==> config.mk <==
export PLATFORM = sky130hd
export DESIGN_NAME = sic_top
export DESIGN_NICKNAME = d
export VERILOG_FILES = /design/src/verilog/sic_top.v
export VERILOG_INCLUDE_DIRS = /design/src /design/src/pkg
export SDC_FILE = /design/constraint.sdc
export NUM_CORES = 1
export LEC_CHECK = 0
export BUFFER_PORTS_ARGS = -buffer_cell sky130_fd_sc_hd__buf_2
export CAP_MARGIN = 20
export CORE_MARGIN = 2
export CORE_UTILIZATION = 45
export CTS_CLUSTER_SIZE = 24
export DETAILED_ROUTE_END_ITERATION = 8
export GPL_TIMING_DRIVEN = 1
export PLACE_DENSITY = 0.75
export SLEW_MARGIN = 10
export SYNTH_ARGS = -nofsm -noshare
export SYNTH_HDL_FRONTEND = slang
export SYNTH_SLANG_ARGS = --single-unit
==> constraint.sdc <==
create_clock -name pclk -period 2.42 [get_ports pclk]
set_input_delay 0.242 -clock pclk [delete_from_list [all_inputs] [get_ports pclk]]
set_output_delay 0.242 -clock pclk [all_outputs]
set_load 0.005 [all_outputs]
==> src/pkg/sic_regs.vh <==
// Purpose: constants of the solenoid interlock control block
// Assumes: 10 MHz pclk, APB byte addresses, 32-bit words
// Notes:   times are kept in their own unit, cycle counts derive from them
`ifndef SIC_REGS_VH
`define SIC_REGS_VH

// register byte offsets
`define SIC_CTRL_OFS        12'h000
`define SIC_STATUS_OFS      12'h004
`define SIC_CODE_OFS        12'h008

// control word fields
`define SIC_CTRL_UNLOCK_ON_ENERGISE 0
`define SIC_CTRL_GUARD_POSITION     1
`define SIC_CTRL_ONE_TIME_TEACH     2
`define SIC_CTRL_REPEATABLE_TEACH   3
`define SIC_CTRL_RST        32'h0000_0000
`define SIC_CTRL_MASK       32'h0000_000F

// status word fields
`define SIC_ST_SAFETY_A     0
`define SIC_ST_SAFETY_B     1
`define SIC_ST_SOLENOID     2
`define SIC_ST_LED_GREEN    3
`define SIC_ST_LED_YELLOW   4
`define SIC_ST_LED_RED      5
`define SIC_ST_DIAG         6
`define SIC_ST_ERROR        7
`define SIC_ST_LOCKOUT      8
`define SIC_ST_WARNING      9
`define SIC_ST_INHIBIT      10
`define SIC_ST_CODE_VALID   11
`define SIC_ST_STATE_LSB    12
`define SIC_ST_FLASH_LSB    16

// flash codes of the red indicator
`define SIC_FL_OUT_A        4'h1
`define SIC_FL_OUT_B        4'h2
`define SIC_FL_CROSS        4'h3
`define SIC_FL_TEMP         4'h4
`define SIC_FL_ACTUATOR     4'h5
`define SIC_FL_STEADY       4'hF

// timing
`define SIC_CLK_HZ          10000000
`define SIC_TICK_MS         1
`define SIC_TICK_CYC        (`SIC_CLK_HZ / 1000 * `SIC_TICK_MS)
`define SIC_MS_W            21
`define SIC_TEACH_S         10
`define SIC_TEACH_MS        (`SIC_TEACH_S * 1000)
`define SIC_POWEROFF_MIN    5
`define SIC_POWEROFF_MS     (`SIC_POWEROFF_MIN * 60000)
`define SIC_INHIBIT_MIN     10
`define SIC_INHIBIT_MS      (`SIC_INHIBIT_MIN * 60000)
`define SIC_WARN_MIN        30
`define SIC_WARN_MS         (`SIC_WARN_MIN * 60000)
`define SIC_BLINK1_HZ       1
`define SIC_BLINK1_MS       (1000 / `SIC_BLINK1_HZ)
`define SIC_BLINK3_HZ       3
`define SIC_BLINK3_MS       (1000 / `SIC_BLINK3_HZ)
`define SIC_BLINK3_ON_MS    50
`define SIC_FLASH_STEP_MS   250

`endif

==> src/verilog/sic_top.v <==
// Purpose: door interlock solenoid control, teach-in, inhibit, safety outputs
// Assumes: presetn is the power cycle; nv_* inputs hold the persistent store
// Notes:   all inputs synchronous to pclk; APB answers with zero wait states
//
// Implementation choices: the register offsets and register access over APB.
`timescale 1ns/100ps
`include "sic_regs.vh"

// What this block does
// - power-up new actuator starts teach, LEDs shown
// - after ten seconds yellow blinks three hertz
// - no power-off in five minutes aborts, five flashes
// - new code activates when detected after power-up
// - one-time variant refuses teach after first pairing
// - repeatable variant teaches again, old code dropped
// - safety outputs inhibited ten minutes after learning
// - green blinks until inhibit over and actuator seen
// - power loss restarts inhibit period from zero
// - unlock-on-energise: command high releases lock
// - lock-on-energise: command high engages lock
// - standard variant: unlocking disables safety outputs
// - relock with actuator inserted re-enables outputs
// - guard-position variant: opening guard disables outputs
// - green supply, yellow condition, red blink codes
// - internal error disables outputs at once
// - error clears only after guard opened, closed
// - double output fault or cross short latches lockout
// - lockout leaves only through a power cycle
// - standard coding accepts actuator without teach
// - warning held thirty minutes switches outputs off
module sic_top #(
  parameter CODE_W      = 8,
  parameter TICK_CYC    = `SIC_TICK_CYC,
  parameter TEACH_MS    = `SIC_TEACH_MS,
  parameter POWEROFF_MS = `SIC_POWEROFF_MS,
  parameter INHIBIT_MS  = `SIC_INHIBIT_MS,
  parameter WARN_MS     = `SIC_WARN_MS
) (
  input  wire              pclk,
  input  wire              presetn,
  input  wire              psel,
  input  wire              penable,
  input  wire              pwrite,
  input  wire [11:0]       paddr,
  input  wire [31:0]       pwdata,
  output reg  [31:0]       prdata,
  output reg               pready,
  output reg               pslverr,
  input  wire              actuator_present,
  input  wire [CODE_W-1:0] actuator_code,
  input  wire              guard_closed,
  input  wire              lock_cmd_in,
  input  wire              internal_fault,
  input  wire              out_a_fault,
  input  wire              out_b_fault,
  input  wire              cross_short,
  input  wire              over_temp,
  input  wire [CODE_W-1:0] nv_code_in,
  input  wire              nv_code_valid_in,
  input  wire [CODE_W-1:0] nv_pend_code_in,
  input  wire              nv_pend_valid_in,
  input  wire              nv_inhibit_in,
  output reg  [CODE_W-1:0] nv_code,
  output reg               nv_code_valid,
  output reg  [CODE_W-1:0] nv_pend_code,
  output reg               nv_pend_valid,
  output reg               nv_inhibit,
  output reg               nv_write,
  output reg               safety_output_a,
  output reg               safety_output_b,
  output reg               solenoid_drive,
  output reg               diag_out,
  output reg               led_green,
  output reg               led_yellow,
  output reg               led_red
);

  localparam MSW = `SIC_MS_W;
  localparam [2:0] ST_LOAD = 3'h0, ST_RUN = 3'h1, ST_TEACH = 3'h2, ST_REQ = 3'h3;
  localparam [31:0] DIV_W = TICK_CYC - 1, TEACH_W = TEACH_MS, PWROFF_W = POWEROFF_MS;
  localparam [31:0] INH_W = INHIBIT_MS, WARN_W = WARN_MS, B1_W = `SIC_BLINK1_MS - 1;
  localparam [31:0] B1H_W = `SIC_BLINK1_MS / 2, B3_W = `SIC_BLINK3_MS - 1;
  localparam [31:0] B3ON_W = `SIC_BLINK3_ON_MS, STEP_W = `SIC_FLASH_STEP_MS - 1;
  // full-width values above, cut on purpose to the counter widths here
  localparam [MSW-1:0] TEACH_END = TEACH_W[MSW-1:0];
  localparam [MSW-1:0] PWROFF_END = PWROFF_W[MSW-1:0];
  localparam [MSW-1:0] INH_END = INH_W[MSW-1:0];
  localparam [MSW-1:0] WARN_END = WARN_W[MSW-1:0];
  localparam [13:0] DIV_END = DIV_W[13:0];
  localparam [9:0] B1_END = B1_W[9:0];
  localparam [9:0] B1_HALF = B1H_W[9:0];
  localparam [9:0] B3_END = B3_W[9:0];
  localparam [9:0] B3_ON = B3ON_W[9:0];
  localparam [9:0] STEP_END = STEP_W[9:0];
  reg  [31:0]       ctrl_reg;
  reg  [2:0]        state_reg;
  reg  [13:0]       div_reg;
  reg  [MSW-1:0]    tmr_reg;
  reg  [MSW-1:0]    inh_cnt_reg;
  reg  [MSW-1:0]    warn_cnt_reg;
  reg  [9:0]        b1_reg, b3_reg, step_ms_reg;
  reg  [3:0]        step_reg;
  reg               fresh_reg;
  reg               green_blink_reg;
  reg               error_reg;
  reg  [3:0]        err_code_reg;
  reg               err_open_reg;
  reg               lockout_reg;
  reg  [31:0]       rd_mux;
  reg  [3:0]        warn_code;
  reg               red_next, yellow_next, green_next;
  wire tick = (div_reg == DIV_END);
  wire unl_var = ctrl_reg[`SIC_CTRL_UNLOCK_ON_ENERGISE];
  wire gpos_var = ctrl_reg[`SIC_CTRL_GUARD_POSITION];
  wire one_time_teach_variant = ctrl_reg[`SIC_CTRL_ONE_TIME_TEACH];
  wire repeatable_teach_variant = ctrl_reg[`SIC_CTRL_REPEATABLE_TEACH];
  wire std_coding = !one_time_teach_variant && !repeatable_teach_variant;
  wire act_match = actuator_present && nv_code_valid && (actuator_code == nv_code);
  wire act_ok = actuator_present && (std_coding || act_match);
  // polarity of the command decides what energising means
  wire lock_engaged = unl_var ? !lock_cmd_in : lock_cmd_in;
  wire teach_allowed = !std_coding && !(one_time_teach_variant && nv_code_valid);
  wire lock_cause = cross_short || (out_a_fault && out_b_fault);
  wire warn_cause = out_a_fault || out_b_fault || over_temp;
  wire pend_hit = nv_pend_valid && actuator_present && (actuator_code == nv_pend_code);
  wire enable_cond = act_ok && guard_closed && (gpos_var || lock_engaged)
                     && !nv_inhibit && !error_reg && !lockout_reg
                     && !internal_fault && !lock_cause && (state_reg == ST_RUN);
  wire blink1 = (b1_reg < B1_HALF);
  wire short3 = (b3_reg < B3_ON);
  wire setup_ph = psel && !penable;
  wire wr_ctrl = psel && penable && pwrite && pready && (paddr == `SIC_CTRL_OFS);
  function flash_on;
    input [3:0] step;
    input [3:0] n;
    begin
      flash_on = !step[0] && ({1'b0, step[3:1]} < n);
    end
  endfunction
  always @* begin
    warn_code = 4'h0;
    if (cross_short || (out_a_fault && out_b_fault)) begin
      warn_code = `SIC_FL_CROSS;
    end else if (out_a_fault) begin
      warn_code = `SIC_FL_OUT_A;
    end else if (out_b_fault) begin
      warn_code = `SIC_FL_OUT_B;
    end else if (over_temp) begin
      warn_code = `SIC_FL_TEMP;
    end
  end

  always @* begin
    green_next = 1'b1;
    yellow_next = 1'b0;
    red_next = 1'b0;
    if (state_reg == ST_TEACH) begin
      green_next = 1'b0;
      yellow_next = blink1;
      red_next = 1'b1;
    end else if (state_reg == ST_REQ) begin
      green_next = 1'b0;
      yellow_next = short3;
      red_next = 1'b1;
    end else begin
      if (green_blink_reg) begin
        green_next = blink1;
      end
      yellow_next = enable_cond ? 1'b1 : (act_ok ? blink1 : 1'b0);
      if (lockout_reg) begin
        red_next = 1'b1;
      end else if (error_reg) begin
        red_next = (err_code_reg == `SIC_FL_STEADY) ? 1'b1 : flash_on(step_reg, err_code_reg);
      end else if (warn_cause) begin
        red_next = flash_on(step_reg, warn_code);
      end
    end
  end

  always @* begin
    rd_mux = 32'h0000_0000;
    if (paddr == `SIC_CTRL_OFS) begin
      rd_mux = ctrl_reg;
    end else if (paddr == `SIC_STATUS_OFS) begin
      rd_mux[`SIC_ST_SAFETY_A] = safety_output_a;
      rd_mux[`SIC_ST_SAFETY_B] = safety_output_b;
      rd_mux[`SIC_ST_SOLENOID] = solenoid_drive;
      rd_mux[`SIC_ST_LED_GREEN] = led_green;
      rd_mux[`SIC_ST_LED_YELLOW] = led_yellow;
      rd_mux[`SIC_ST_LED_RED] = led_red;
      rd_mux[`SIC_ST_DIAG] = diag_out;
      rd_mux[`SIC_ST_ERROR] = error_reg;
      rd_mux[`SIC_ST_LOCKOUT] = lockout_reg;
      rd_mux[`SIC_ST_WARNING] = warn_cause;
      rd_mux[`SIC_ST_INHIBIT] = nv_inhibit;
      rd_mux[`SIC_ST_CODE_VALID] = nv_code_valid;
      rd_mux[`SIC_ST_STATE_LSB+2:`SIC_ST_STATE_LSB] = state_reg;
      rd_mux[`SIC_ST_FLASH_LSB+3:`SIC_ST_FLASH_LSB] = error_reg ? err_code_reg : warn_code;
    end else if (paddr == `SIC_CODE_OFS) begin
      rd_mux[CODE_W-1:0] = nv_code;
    end
  end

  // apb slave: data latched in setup, answered in the first access cycle
  always @(posedge pclk or negedge presetn) begin
    if (!presetn) begin
      ctrl_reg <= `SIC_CTRL_RST;
      prdata <= 32'h0000_0000;
      pready <= 1'b0;
      pslverr <= 1'b0;
    end else begin
      pready <= setup_ph;
      if (setup_ph) begin
        prdata <= pwrite ? 32'h0000_0000 : rd_mux;
        pslverr <= (paddr != `SIC_CTRL_OFS) && (paddr != `SIC_STATUS_OFS)
                   && (paddr != `SIC_CODE_OFS);
      end
      if (wr_ctrl) begin
        ctrl_reg <= pwdata & `SIC_CTRL_MASK;
      end
    end
  end

  // timebase and blink phases
  always @(posedge pclk or negedge presetn) begin
    if (!presetn) begin
      div_reg <= 14'h0000;
      b1_reg <= 10'h000;
      b3_reg <= 10'h000;
      step_ms_reg <= 10'h000;
      step_reg <= 4'h0;
    end else begin
      div_reg <= tick ? 14'h0000 : div_reg + 14'h0001;
      if (tick) begin
        b1_reg <= (b1_reg == B1_END) ? 10'h000 : b1_reg + 10'h001;
        b3_reg <= (b3_reg == B3_END) ? 10'h000 : b3_reg + 10'h001;
        step_ms_reg <= (step_ms_reg == STEP_END) ? 10'h000 : step_ms_reg + 10'h001;
        if (step_ms_reg == STEP_END) begin
          step_reg <= step_reg + 4'h1;
        end
      end
    end
  end

  // errors, warnings and lockout
  always @(posedge pclk or negedge presetn) begin
    if (!presetn) begin
      error_reg <= 1'b0;
      err_code_reg <= 4'h0;
      err_open_reg <= 1'b0;
      lockout_reg <= 1'b0;
      warn_cnt_reg <= {MSW{1'b0}};
    end else begin
      if (lock_cause) begin
        lockout_reg <= 1'b1;
      end
      if (!warn_cause) begin
        warn_cnt_reg <= {MSW{1'b0}};
      end else if (tick && (warn_cnt_reg != WARN_END)) begin
        warn_cnt_reg <= warn_cnt_reg + {{(MSW-1){1'b0}}, 1'b1};
      end
      // set terms come first so a new fault beats the acknowledge
      if (internal_fault) begin
        error_reg <= 1'b1;
        err_code_reg <= `SIC_FL_STEADY;
        err_open_reg <= 1'b0;
      end else if (warn_cause && (warn_cnt_reg == WARN_END)) begin
        error_reg <= 1'b1;
        err_code_reg <= warn_code;
        err_open_reg <= 1'b0;
      end else if ((state_reg == ST_REQ) && tick && (tmr_reg == PWROFF_END)) begin
        error_reg <= 1'b1;
        err_code_reg <= `SIC_FL_ACTUATOR;
        err_open_reg <= 1'b0;
      end else if (error_reg && !warn_cause) begin
        if (!guard_closed) begin
          err_open_reg <= 1'b1;
        end else if (err_open_reg) begin
          error_reg <= 1'b0;
          err_code_reg <= 4'h0;
          err_open_reg <= 1'b0;
        end
      end
    end
  end

  // teach-in sequence and persistent pairing
  always @(posedge pclk or negedge presetn) begin
    if (!presetn) begin
      state_reg <= ST_LOAD;
      tmr_reg <= {MSW{1'b0}};
      inh_cnt_reg <= {MSW{1'b0}};
      fresh_reg <= 1'b0;
      green_blink_reg <= 1'b0;
      nv_code <= {CODE_W{1'b0}};
      nv_code_valid <= 1'b0;
      nv_pend_code <= {CODE_W{1'b0}};
      nv_pend_valid <= 1'b0;
      nv_inhibit <= 1'b0;
      nv_write <= 1'b0;
    end else begin
      nv_write <= 1'b0;
      if (nv_inhibit && tick) begin
        if (inh_cnt_reg == INH_END) begin
          nv_inhibit <= 1'b0;
          nv_write <= 1'b1;
        end else begin
          inh_cnt_reg <= inh_cnt_reg + {{(MSW-1){1'b0}}, 1'b1};
        end
      end
      if (green_blink_reg && !nv_inhibit && act_match) begin
        green_blink_reg <= 1'b0;
      end
      case (state_reg)
        ST_LOAD: begin
          // store restored one edge after release
          nv_code <= nv_code_in;
          nv_code_valid <= nv_code_valid_in;
          nv_pend_code <= nv_pend_code_in;
          nv_pend_valid <= nv_pend_valid_in;
          nv_inhibit <= nv_inhibit_in;
          inh_cnt_reg <= {MSW{1'b0}};
          green_blink_reg <= nv_inhibit_in;
          fresh_reg <= 1'b1;
          state_reg <= ST_RUN;
        end
        ST_RUN: begin
          if (actuator_present && fresh_reg) begin
            fresh_reg <= 1'b0;
            if (pend_hit && teach_allowed) begin
              nv_code <= nv_pend_code;
              nv_code_valid <= 1'b1;
              nv_pend_valid <= 1'b0;
              nv_inhibit <= 1'b1;
              inh_cnt_reg <= {MSW{1'b0}};
              green_blink_reg <= 1'b1;
              nv_write <= 1'b1;
            end else if (teach_allowed && !act_match) begin
              nv_pend_code <= actuator_code;
              tmr_reg <= {MSW{1'b0}};
              state_reg <= ST_TEACH;
            end
          end
        end
        ST_TEACH: begin
          // pulling the actuator early drops the attempt quietly
          if (!actuator_present) begin
            state_reg <= ST_RUN;
          end else if (tick) begin
            if (tmr_reg == TEACH_END) begin
              tmr_reg <= {MSW{1'b0}};
              nv_pend_valid <= 1'b1;
              nv_write <= 1'b1;
              state_reg <= ST_REQ;
            end else begin
              tmr_reg <= tmr_reg + {{(MSW-1){1'b0}}, 1'b1};
            end
          end
        end
        ST_REQ: begin
          if (tick) begin
            if (tmr_reg == PWROFF_END) begin
              nv_pend_valid <= 1'b0;
              nv_write <= 1'b1;
              state_reg <= ST_RUN;
            end else begin
              tmr_reg <= tmr_reg + {{(MSW-1){1'b0}}, 1'b1};
            end
          end
        end
        default: begin
          state_reg <= ST_RUN;
        end
      endcase
    end
  end

  // pins, all registered
  always @(posedge pclk or negedge presetn) begin
    if (!presetn) begin
      safety_output_a <= 1'b0;
      safety_output_b <= 1'b0;
      solenoid_drive <= 1'b0;
      diag_out <= 1'b0;
      led_green <= 1'b0;
      led_yellow <= 1'b0;
      led_red <= 1'b0;
    end else begin
      safety_output_a <= enable_cond;
      safety_output_b <= enable_cond;
      solenoid_drive <= lock_cmd_in;
      // not a safety signal: drops early on warnings
      diag_out <= enable_cond && !warn_cause;
      led_green <= green_next;
      led_yellow <= yellow_next;
      led_red <= red_next;
    end
  end

endmodule // sic_top
# Yosys cells after proc, flatten, opt, wreduce, memory -nomap -nowiden
# Index checks and enable logic that the tools add are counted.
[word_totals]
regBits = 187
latchBits = 0
ram_bits = 0
rom_bits = 0
input_bits = 84
out_inout_bits = 61
memories = 0
[op_classes]
n_addsub = 8
mul = 0
div = 0
n_lt_le_gt_ge = 4
eq_ne = 32
shifts = 0
mux = 111
bitwise_logic = 0
reduce_logical = 74
[op_table]
columns = ["operator", "count"]
rows = [
  ["$mux 21", 14],
  ["$add 21x1->21 const B", 3],
  ["$pmux 21 s3", 1],
  ["$mux 8", 7],
  ["$mux 1", 51],
  ["$mux 4", 12],
  ["$pmux 21 s2", 1],
  ["$logic_and 1x1->1", 38],
  ["$pmux 8 s2", 2],
  ["$add 10x1->10 const B", 3],
  ["$mux 10", 3],
  ["$mux 3", 9],
  ["$eq 21x14->1 const B", 1],
  ["$eq 21x19->1 const B", 1],
  ["$eq 21x20->1 const B", 1],
  ["$eq 21x21->1 const B", 1],
  ["$ne 21x21->1 const B", 1],
  ["$mux 20", 1],
  ["$eq 8x8->1", 2],
  ["$reduce_and 8->1", 2],
  ["$reduce_bool 4->1", 4],
  ["$mux 15", 1],
  ["$add 14x1->14 const B", 1],
  ["$eq 14x14->1 const B", 1],
  ["35 further kinds", 68],
]

# Logic depth before layout (Yosys ltp)
# Gate-level depths: netlist of the first run.
[logic_depth]
word_depth = 15
ltp_mapped = 10
ltp_nobuf = 8

# Least setup slack after synthesis of the first run
# No wires, ideal clock.
[synth_timing]
path_type = "reg2reg"
startpoint = "reg state_reg[1]"
endpoint = "reg led_yellow"
arrival_time_ns = 2.187
t_required_ns = 2.333
path_slack_ns = 0.146
path_stages_with_launch = 9
n_path_buf = 1
period_less_slack_ns = 2.274
path_cell_list = "dfrtp_1 > inv_1 > ha_1 > inv_1 > clkbuf_1 > or4b_2 > nor4_1 > o22ai_1 > a22oi_1"
[synth_via]
elab_chain_cells = 5
word_cells_on_any_way = 7
[synth_lines]
columns = ["item", "line_no", "source"]
rows = [
  ["start, declared", "sic_top.v:96", "reg [2:0] state_reg;"],
  ["start signal, assigned", "sic_top.v:290", "state_reg <= ST_LOAD;"],
  ["start signal, assigned", "sic_top.v:325", "state_reg <= ST_RUN;"],
  ["start signal, assigned", "sic_top.v:341", "state_reg <= ST_TEACH;"],
  ["$eq 3x1->1", "sic_top.v:128", "&& !internal_fault && !lock_cause && (state_reg == ST_RUN);"],
  ["$logic_and 1x1->1", "sic_top.v:128", ""],
  ["$mux 1", "sic_top.v:169", "yellow_next = enable_cond ? 1'b1 : (act_ok ? blink1 : 1'b0);"],
  ["$mux 1", "sic_top.v:161", "end else if (state_reg == ST_REQ) begin"],
  ["$mux 1 (*)", "sic_top.v:157", "if (state_reg == ST_TEACH) begin"],
  ["named net yellow_next", "sic_top.v:111", "reg red_next, yellow_next, green_next;"],
  ["end signal, assigned", "sic_top.v:395", "led_yellow <= yellow_next;"],
  ["end, declared", "sic_top.v:74", "output reg led_yellow,"],
]
# Mark *: on every way through the listed nets, which the timed path passes. The rest lies on a longest branch.
# A chain may end at the register's enable or synchronous reset.

# Worst setup path in the final report of the first run
[layout_timing]
startpoint = "reg div_reg[0]"
endpoint = "reg tmr_reg[7]"
[layout_via]
elab_chain_cells = 3
word_cells_on_any_way = 4
[layout_lines]
columns = ["item", "line_no", "source"]
rows = [
  ["start, declared", "sic_top.v:97", "reg [13:0] div_reg;"],
  ["start signal, assigned", "sic_top.v:233", "div_reg <= tick ? 14'h0000 : div_reg + 14'h0001;"],
  ["$eq 14x14->1 (*)", "sic_top.v:112", "wire tick = (div_reg == DIV_END);"],
  ["$ne 2x2->1 (no line)", "-", ""],
  ["$reduce_and 8->1 (no line) (*)", "-", ""],
  ["end signal, assigned", "sic_top.v:291", "tmr_reg <= {MSW{1'b0}};"],
  ["end signal, assigned", "sic_top.v:340", "tmr_reg <= {MSW{1'b0}};"],
  ["end signal, assigned", "sic_top.v:351", "tmr_reg <= {MSW{1'b0}};"],
  ["end, declared", "sic_top.v:98", "reg [MSW-1:0] tmr_reg;"],
]
# Mark *: on every way between the ends. The rest lies on a longest branch, timed or not.

==> results by group, run 1 <==
Worst setup path
  • CP peak stage delay: between 0.3 and 0.4 ns
  • Crit start category: flop
  • WS Path Type: flop to flop
  • WP data required: around 2.7 ns
  • Crit-path slowest cell: o41ai_2
  • Worst-path cell chain: ha_1 > nand3_1 > o41ai_2 > o21a_1 > nand3_2 > or2_4 > buf_12 > o31ai_1
  • Maximum fanout along the worst path: 18
  • Arrival time of the worst setup path: roughly 2.6 ns
  • Setup crit end kind: flop

Logic synthesis
  • Synthesis Warnings: 0
  • Ranking of synthesized cells by area: dfrtp_1 (46%), xor2_1 (3.8%), nor2_1 (3.6%)
  • Synthesized flop and latch total: around 170
  • Yosys top cell area share: 0.463
  • Synth area leader: dfrtp_1
  • Post-Synthesis Cells: a little under 1000
  • FFs w/ async S/R, synth: 1.00
  • Mapped Area: about 0.0093 mm²
  • Most frequently used flop master after synthesis: dfrtp_1
  • Post-synth EDFFs: 0
  • Yosys cell types: 73
  • Syn Area/Cell: 9.59 µm²
  • Seq/Total Area, Yosys: 0.463

STA
  • Hold slack final: between 0.06 and 0.07 ns
  • Final setup fails: 0
  • Worst Skew: around 0.012 ns
  • Final period demand of the worst path: ~2.3 ns
  • Slew Limit Headroom: 0.598
  • Max frequency: approximately 440 MHz
  • Final hold viol count: 0
  • Final critical-path share of the clock period: 0.934
  • Pins over their slew limit: 0
  • Sum Neg Setup Slack: 0 ns
  • Least-Margin Pin Slew: ~0.6 ns
  • RSZ-0062 raised after global routing: false

Routing
  • Final ANT Viol Nets: 0
  • Final wirelength: 22000 µm
  • DR iter-0 viols: just under 500
  • Drt drc: 0
  • First-pass DRT Iterations: 7
  • Vias: between 7000 and 8000
  • Vias per inst: 5.62
  • DR WL/cell: between 15 and 20 µm

Layout
  • Util after Layout: 0.541
  • Layout cells sized above 1: 0.203
  • Syn-to-layout area delta: 17.8%
  • Non-filler cells, final: 1380
  • Filler instances: between 1500 and 2000
  • Final net count: 1203
  • N_diodes: 0

Clocking
  • Clk_lat worst skew: roughly 0.43 ns
  • CTS Buf Count: 17
  • Clk root buf: clkbuf_16
  • H-Tree Level Count: 4
  • CTS sink count: roughly 170
  • TritonCTS clock tree: built
  • CTS Buffer Depth: 2
  • Clk slew on worst S/H paths: 0.07 ns

Placement
  • Placed Cells: ~1300
  • Final Wtd Congestion: between 0.8 and 0.9
  • HPWL Detailed: roughly 16000 µm
  • # port buffers: 102

Global route
  • Initial antenna violation count: 0
  • Grt total ovfl: 0
  • Largest net degree at the start of global routing: 60
  • Vias in the first global route: 7399
  • Total track usage: 0.208
  • Global-route wire length before repair: between 30000 and 40000 µm

Pwr
  • Maximum vdd ir drop: ~0.00043 V
  • PD cells: between 500 and 600 mW/mm²
  • Leak: 4.96 nW

Floorplan
  • I/O pin total: roughly 150
  • Full die area: roughly 0.022 mm²
  • Area of the core: between 0.02 and 0.025 mm²
  • Rows: 52
  • Die Wd: around 150 µm
  • Die Y: ~150 µm
  • Initial core utilization: 0.459

Hold path
  • Hold Crit Class: primary input to flop

Status
  • Status: complete, no violations

Job
  • Max-Cap Viols: 0
[report_power, final]
group | leakage [nW] | internal [W] | switching (W) | total, W
Sequential | 2.29 | 0.00290 | 0.0000397 | 0.00294
Clock | 0.284 | 0.00157 | 0.00120 | 0.00277
Combinational | 2.38 | 0.000107 | 0.000187 | 0.000294
[stage by stage]
step	setup WS, ns	area [µm²]	total power, W
detailed placement	0.102	10300	0.00329
global route	0.00969	10900	0.00622
CTS	0.0790	10900	0.00606
finish	0.160	10900	0.00601
global placement	0.138	10300	0.00329
floorplan	0.146	9340	0.00312
[repair_timing]
action	CTS	global route
hold buffers	2	0
buffers inserted	0	0
endpoints found under the hold margin	44	0
endpoints found under the setup margin	0	22
resized for setup	0	6
[cell usage in the layout, fill, tap and decap left out, types with 5 or more instances in the layout]
cell type and count:
dfrtp_1 172, buf_2 101, nor2_1 88, nand2_1 74
o21ai_0 62, nand3_1 48, buf_4 43, xor2_1 40
xnor2_1 37, inv_1 36, nand4_1 35, a21oi_1 34
and3_1 23, mux2_2 23, nor4_1 22, ha_1 22
clkbuf_16 17, or3_1 16, o31ai_1 15, nor3_1 14
conb_1 14, mux2i_1 11, nor2b_1 10, a22o_1 10
a31oi_1 9, and4_1 8, nand2b_1 8, nor4b_1 7
and2_1 7, o221ai_1 5, inv_6 5
[path summary, 6_finish.rpt]
| kind | startpoint | endpoint | slack [ns] | cells past startpoint |
|---|---|---|---|---|
| worst max register to register | div_reg[0] | tmr_reg[7] | 0.16 | 8 |
| worst min register to register | div_reg[0] | div_reg[0] | 0.46 | 1 |
| worst min-delay path | pwdata[1] | ctrl_reg[1] | 0.06 | 2 |
| worst max-delay path | div_reg[0] | tmr_reg[7] | 0.16 | 8 |
| min in group asynchronous | presetn | tmr_reg[14] | 0.31 | 2 |
| max in group asynchronous | presetn | warn_cnt_reg[8] | 1.43 | 3 |
[cell usage after synthesis (22+ instances only)]
library cell  number
nor4_1            25
ha_1              22
and3_1            23
inv_1             36
dfrtp_1          172
a21oi_1           35
nand3_1           48
xor2_1            40
xnor2_1           37
nor2_1            88
clkbuf_1          30
nand2_1           74
mux2_2            23
o21ai_0           62
nand4_1           35
[critical path, delay by kind of cell (launching register included)]
kind | cells | cell delay [ns]
buffers and inverters | 1 | 0.16
AND/OR/NAND/NOR | 3 | 0.60
AO/OA/AOI/OAI | 3 | 0.81
adder cells (fa/ha/maj) | 1 | 0.21
flip-flops | 1 | 0.37
[layer usage]
metal | track usage | vias up | part of all wire
met5 | 0 | - | 0
met2 | 0.341 | 218 | 0.48
met3 | 0.0343 | 20 | 0.049
li1 | - | 3722 | -
met4 | 0.0639 | 0 | 0.017
met1 | 0.286 | 3802 | 0.46
[final cells by class]
cell class,count,area [µm²],area share
Clock buffer,19,443,0.0405
Clock inverter,13,155,0.0142
Inverter,36,135,0.0123
Multi-Input combinational cell,720,4650,0.425
Sequential cell,172,4300,0.393
Tap cell,270,338,0.0309
Timing Repair Buffer,150,920,0.0840
[kinds of logic after synthesis]
group,synth area share
AO/OA/AOI/OAI,0.127
AND/OR/NAND/NOR,0.222
buffers and inverters,0.0452
multiplexers,0.0397
flip-flops,0.463
other,0.000404
XOR/XNOR,0.0726
adder cells (fa/ha/maj),0.0296
Power figures use the tool's default switching activity.
==> run 2: changes to the inputs <==
--- a/config.mk
+++ b/config.mk
@@ -14,6 +14,7 @@
 export DETAILED_ROUTE_END_ITERATION = 8
 export GPL_TIMING_DRIVEN = 1
 export PLACE_DENSITY = 0.75
+export REMOVE_ABC_BUFFERS = 1
 export SLEW_MARGIN = 10
 export SYNTH_ARGS = -nofsm -noshare
 export SYNTH_HDL_FRONTEND = slang
==> run 2 against run 1 <==
Net effect:
- total power shrank 3.5%
- core utilization down 0.39 points
- worst hold slack lost 0.025 ns
- register-to-register slack lost 0.03 ns
- worst setup slack lost 0.029 ns
- maximum frequency decreased by 1.3%
- non-clock buffer count unchanged
- count of clock-buffer cells in the layout grew 1
- cell count about the same
- global-route usage rose by 0.38 points
- cell area is 0.72% lower
- wire length increased by 3.1%
- largest cell class unchanged
- highest routed layer unchanged
==> results by group, run 2 (synthesis results as in run 1) <==
STA
  • Final critical-path share of the clock period: 0.946 (+0.0122)
  • Hold slack final: 0.0359 ns (-0.0251 ns)
  • Sum Neg Setup Slack: 0 ns (unchanged)
  • Final setup fails: 0 (unchanged)
  • Final period demand of the worst path: 2.29 ns (+0.0294 ns)
  • Final hold viol count: 0 (unchanged)
  • Max frequency: 437 MHz (-1.3%)
  • Slew Limit Headroom: 0.572 (-0.0255)
  • Setup ws final: 0.131 ns (-0.0294 ns)
  • Pins over their slew limit: 0 (unchanged)
  • RSZ-0062 raised after global routing: false
  • Least-Margin Pin Slew: 0.641 ns (+0.0433 ns)
  • Worst Skew: 0.00875 ns (-0.00277 ns)

Worst setup path
  • R2R Setup Slk: 0.13 ns (-0.03 ns)
  • Crit start category: flop
  • Arrival time of the worst setup path: 2.62 ns (+0.04 ns)
  • Maximum fanout along the worst path: 19 (+1)
  • Worst-path cell chain: or4_4 > o41ai_2 > o21a_1 > nand3_2 > or2_1 > buf_4 > o31ai_1
  • Crit-path slowest cell: or4_4
  • WP data required: 2.75 ns (about the same)
  • R2r worst-path depth: 7 (-1)
  • Critical R2R Launch: div_reg[4]
  • Critical Path Start: div_reg[4]
  • RR Endpoint: tmr_reg[5]
  • CP Capture Point: tmr_reg[5]
  • WS Path Type: flop to flop
  • CP peak stage delay: 0.57 ns (+0.18 ns)
  • Setup crit end kind: flop

Pwr
  • Clock power frac: 0.440 (-0.022)
  • Switching power: 0.00138 W (-3.3%)
  • Int Pwr: 0.00442 W (-3.6%)
  • Combinational power share: 0.052 (+0.003)
  • Maximum vdd ir drop: 0.000388 V (-9.2%)
  • Sw Ratio: 0.238 (+0.000636)
  • Seq pwr share: 0.508 (+0.019)
  • PD cells: 534 mW/mm² (-2.8%)
  • Leak: 4.95 nW (-0.31%)

Floorplan
  • Rows: 52 (unchanged)
  • Full die area: 0.0218 mm² (unchanged)
  • Die Wd: 148 µm (unchanged)
  • Die Y: 148 µm (unchanged)
  • Area of the core: 0.0202 mm² (unchanged)
  • I/O pin total: 145 (unchanged)
  • Initial core utilization: 0.459 (unchanged)

Clocking
  • CTS Buf Count: 17 (unchanged)
  • CTS sink count: 172 (unchanged)
  • H-Tree Level Count: 4 (unchanged)
  • TritonCTS clock tree: built
  • CTS Buffer Depth: 2 (unchanged)
  • Post-CTS Setup Repair Bufs: 0 (unchanged)
  • Clk slew on worst S/H paths: 0.07 ns (about the same)
  • Clk_lat worst skew: 0.43 ns (about the same)
  • Clk root buf: clkbuf_16

Placement
  • HPWL Detailed: 16200 µm (+0.93%)
  • # port buffers: 102 (unchanged)
  • Placed Cells: 1346 (unchanged)
  • Final Wtd Congestion: 0.858 (+1.3%)
  • DP Area: 0.0103 mm² (-0.12%)
  • Pre-CTS setup slack: 0.114 ns (+0.0118 ns)

Routing
  • DR iter-0 viols: 599 (+21%)
  • Vias: 7817 (+0.71%)
  • Vias per inst: 5.67 (+0.78%)
  • Drt drc: 0 (unchanged)
  • DR WL/cell: 16.5 µm (+3.2%)
  • Final ANT Viol Nets: 0 (unchanged)
  • First-pass DRT Iterations: 7 (unchanged)
  • Final wirelength: 22700 µm (+3.1%)

Global route
  • Global-route wire length before repair: 37600 µm (+1.4%)
  • Largest net degree at the start of global routing: 65 (+8.3%)
  • Initial antenna violation count: 0 (unchanged)
  • Grt total ovfl: 0 (unchanged)
  • Vias in the first global route: 7510 (+1.5%)
  • Total track usage: 0.212 (+0.00385)

Job
  • Max-Cap Viols: 0 (unchanged)

Layout
  • Leading cell type in the layout, fill and taps excluded: dfrtp_1
  • Most frequent cells in the layout: dfrtp_1 (172), buf_2 (101), nor2_1 (88)
  • Design Area, Final: 0.0109 mm² (-0.72%)
  • Syn-to-layout area delta: 17.0%
  • Final net count: 1203 (unchanged)
  • N_diodes: 0 (unchanged)
  • Layout cells sized above 1: 0.197 (-0.00523)
  • Non-filler cells, final: 1379 (-0.072%)

Hold path
  • Hold Crit Class: primary input to flop

Status
  • Status: complete, no violations
-- run 2: cell types whose count changed in the layout (fill, tap and decap cells not counted), sizes merged --
| cell | delta |
|---|---|
| clkbuf | +1 |
| inv | -5 |
| bufinv | -1 |
| clkinv | +6 |
| clkinvlp | -2 |
-- run 2: how the worst min path moves through the flow --
stage	start	endpoint	slack [ns]	cells past startpoint
floorplan	presetn	b1_reg[0]	-0.05	0
global placement	presetn	err_code_reg[2]	0.14	1
detailed placement	presetn	prdata[19]	0.14	1
CTS	pwdata[2]	ctrl_reg[2]	0.02	2
global route	pwdata[2]	ctrl_reg[2]	0.04	2
finish	pwdata[2]	ctrl_reg[2]	0.04	2
-- run 2: routing by layer --
layer	vias up	GRT usage	wire, µm
li1	3730	-	-
met1	3821	0.290	9910
met2	231	0.342	10900
met3	35	0.0444	1400
met4	0	0.0635	432
met5	-	0	0
-- run 2: worst max-delay path: cells and delay by family (launching register included) --
family / cells / cell delay (ns)
AOI/OAI and AO/OA: 3 / 0.72
buffers and inverters: 1 / 0.21
DFF: 1 / 0.37
and+or+nand+nor: 3 / 0.90
-- run 2: power groups by stage --
stage / sequential (W) / combinational, W / clock [W]
final: 0.00295 / 0.000299 / 0.00255
after global routing: 0.00295 / 0.000336 / 0.00271
after floorplan: 0.00298 / 0.000112 / 0
after global placement: 0.00300 / 0.000291 / 0
after CTS: 0.00294 / 0.000303 / 0.00259
after detailed placement: 0.00300 / 0.000298 / 0
-- run 2: cell type report --
cell class                      instances  area, µm²
Fill cell                            1802       9370
Multi-Input combinational cell        720       4650
Sequential cell                       172       4300
Timing Repair Buffer                  150        907
Clock buffer                           20        437
Tap cell                              270        338
Inverter                               36        135
Clock inverter                         11       97.6
-- run 2: what timing repair did --
item                                    4_1_cts  5_1_grt
endpoints found under the setup margin        0       15
gates resized for setup                       0        3
hold buffers                                  2        0
endpoints found under the hold margin        28        0
-- run 2: stage by stage --
stage	util	power, W
after floorplan	-	0.00310
after global placement	0.509	0.00329
after detailed placement	0.509	0.00329
after CTS	0.536	0.00584
after global routing	0.537	0.00599
final	0.537	0.00580
==> run 3: changes to the inputs <==
--- a/config.mk
+++ b/config.mk
@@ -12,8 +12,7 @@
 export CORE_UTILIZATION = 45
 export CTS_CLUSTER_SIZE = 24
 export DETAILED_ROUTE_END_ITERATION = 8
-export GPL_TIMING_DRIVEN = 1
-export PLACE_DENSITY = 0.75
+export PLACE_DENSITY = 0.79
 export REMOVE_ABC_BUFFERS = 1
 export SLEW_MARGIN = 10
 export SYNTH_ARGS = -nofsm -noshare
==> run 3 against run 2 <==
Net effect:
- count of clock-buffer cells in the layout up 1
- maximum frequency increased by 0.20%
- sequential share of layout area fell by 0.42 points
- critical path depth decreased by 1
- worst hold slack improved by 0.011 ns
- register-to-register slack barely moved
- critical path type unchanged
- largest cell class unchanged
- core utilization increased by 0.57 points
- total power up 5.8%
- highest routed layer unchanged
- wire length is 1.8% higher
==> results by group, run 3 (synthesis results as in run 1) <==
Clocking
  • H-Tree Level Count: 4 (unchanged)
  • CTS sink count: 172 (unchanged)
  • CTS Buf Count: 17 (unchanged)
  • Clk slew on worst S/H paths: 0.06 ns (about the same)
  • TritonCTS clock tree: built
  • CTS Buffer Depth: 2 (unchanged)
  • Clk_lat worst skew: 0.44 ns (about the same)
  • Post-CTS Setup Repair Bufs: 0 (unchanged)
  • Clk root buf: clkbuf_16

Layout
  • Final net count: 1205 (+0.17%)
  • Layout cells sized above 1: 0.199 (+0.00144)
  • Most frequent cells in the layout: dfrtp_1 (172), buf_2 (101), nor2_1 (88)
  • Filler instances: 1738 (-3.6%)
  • Leading cell type in the layout, fill and taps excluded: dfrtp_1
  • Syn-to-layout area delta: 18.2%
  • N_diodes: 0 (unchanged)

Routing
  • Vias: 7891 (+0.95%)
  • Final ANT Viol Nets: 0 (unchanged)
  • DR iter-0 viols: 474 (-21%)
  • Drt drc: 0 (unchanged)
  • DR WL/cell: 16.7 µm (+1.6%)
  • First-pass DRT Iterations: 5 (-2)
  • Final wirelength: 23100 µm (+1.8%)
  • Vias per inst: 5.71 (+0.80%)

Global route
  • Largest net degree at the start of global routing: 60 (-7.7%)
  • Initial antenna violation count: 0 (unchanged)
  • Vias in the first global route: 7827 (+4.2%)
  • Total track usage: 0.219 (+0.00745)
  • Grt total ovfl: 0 (unchanged)
  • Global-route wire length before repair: 38700 µm (+3.0%)

Worst setup path
  • Crit start category: flop
  • Setup crit end kind: flop
  • CP Capture Point: state_reg[1]
  • CP peak stage delay: 0.57 ns (about the same)
  • RR Endpoint: state_reg[1]
  • R2R Setup Slk: 0.14 ns (about the same)
  • WS Path Type: flop to flop
  • Crit path depth: 6 (-1)
  • Crit-path slowest cell: or4_4
  • Critical Path Start: div_reg[4]
  • Arrival time of the worst setup path: 2.64 ns (+0.02 ns)
  • Crit path buf inv count: 1 (unchanged)
  • Worst-path cell chain: or4_4 > nor4_2 > buf_4 > a31oi_1 > nor3_2 > mux2i_1
  • WP data required: 2.78 ns (+0.03 ns)
  • CP delay by family, top: simple AND/OR/NAND/NOR gates
  • Maximum fanout along the worst path: 11 (-8)
  • R2r worst-path depth: 6 (-1)
  • Critical R2R Launch: div_reg[4]

Placement
  • # port buffers: 102 (unchanged)
  • HPWL Detailed: 16500 µm (+1.9%)
  • Final Wtd Congestion: 0.892 (+4.0%)
  • Pre-CTS setup slack: 0.0519 ns (-0.0616 ns)

Floorplan
  • Die Y: 148 µm (unchanged)
  • Initial core utilization: 0.459 (unchanged)
  • Area of the core: 0.0202 mm² (unchanged)
  • Die Wd: 148 µm (unchanged)
  • I/O pin total: 145 (unchanged)
  • Rows: 52 (unchanged)
  • Full die area: 0.0218 mm² (unchanged)

STA
  • Max frequency: 438 MHz (+0.20%)
  • Final period demand of the worst path: 2.28 ns (-0.00463 ns)
  • Final critical-path share of the clock period: 0.944 (-0.00191)
  • Least-Margin Pin Slew: 0.671 ns (+0.0300 ns)
  • Worst Skew: 0.0154 ns (+0.00662 ns)
  • Pins over their slew limit: 0 (unchanged)
  • Final setup fails: 0 (unchanged)
  • Final hold viol count: 0 (unchanged)
  • RSZ-0062 raised after global routing: false
  • Slew Limit Headroom: 0.541 (-0.0313)
  • Setup ws final: 0.135 ns (+0.00463 ns)

Status
  • Status: complete, no violations

Pwr
  • PD cells: 558 mW/mm² (+4.7%)
  • Leak: 5.00 nW (+1.2%)
  • Total power: 0.00613 W (+5.8%)
  • Maximum vdd ir drop: 0.000461 V (+19%)

Hold path
  • Hold Crit Class: primary input to flop

Job
  • Max-Cap Viols: 0 (unchanged)
-- run 3: cell count changes in the layout (fill, tap and decap cells not counted) --
cell	before	now
a41oi_1	1	2
buf_4	44	45
clkinv_4	3	2
nor4_4	0	1
bufinv_16	1	4
buf_12	2	3
clkbuf_8	0	1
nor4_1	23	22
clkinv_2	5	2
a41oi_2	1	0
-- run 3: layout make-up --
cell class / instances / area (µm²) / area share
multi-input combinational: 720 / 4660 / 0.424
clock inverter: 10 / 164 / 0.0149
inverter: 36 / 135 / 0.0123
timing repair buffer: 152 / 935 / 0.0851
sequential: 172 / 4300 / 0.392
clock buffer: 21 / 450 / 0.0410
tap: 270 / 338 / 0.0308
-- run 3: what timing repair did --
| action | 4_1_cts | 5_1_grt |
|---|---|---|
| endpoints found under the setup margin | 0 | 5 |
| hold buffers | 2 | 0 |
| gates resized for setup | 0 | 4 |
| endpoints found under the hold margin | 56 | 0 |
-- run 3: per-layer routing --
| metal | vias to the layer above | global-route usage | part of all wire |
|---|---|---|---|
| li1 | 3735 | - | - |
| met1 | 3874 | 0.290 | 0.43 |
| met2 | 243 | 0.359 | 0.49 |
| met3 | 39 | 0.0512 | 0.059 |
| met4 | 0 | 0.0707 | 0.023 |
| met5 | - | 0 | 0 |
-- run 3: power breakdown --
group          internal (W)  switching (W)  total (W)
sequential          0.00290      0.0000408    0.00294
clock               0.00175        0.00114    0.00289
combinational      0.000109       0.000192   0.000302
total               0.00476        0.00137    0.00613
-- run 3: worst min path at each step --
| stage | slack, ns | startpoint | depth (start not counted) | end |
|---|---|---|---|---|
| after global placement | 0.25 | presetn | 1 | prdata[5] |
| after CTS | 0.04 | pwdata[0] | 2 | ctrl_reg[0] |
| after floorplan | -0.05 | presetn | 0 | b1_reg[0] |
| after global routing | 0.04 | pwdata[1] | 2 | ctrl_reg[1] |
| after detailed placement | 0.25 | presetn | 1 | prdata[5] |
| final | 0.05 | pwdata[0] | 2 | ctrl_reg[0] |
-- run 3: per-stage QoR --
step	hold WS (ns)	instances	TNS [ns]	cell area, µm²	util
floorplan	-0.0536	928	-58.90	9050	-
global placement	0.251	1348	0	10300	0.510
detailed placement	0.252	1348	0	10300	0.510
CTS	0.0433	1381	0	11000	0.541
global route	0.0372	1381	0	11000	0.543
finish	0.0474	1381	0	11000	0.543
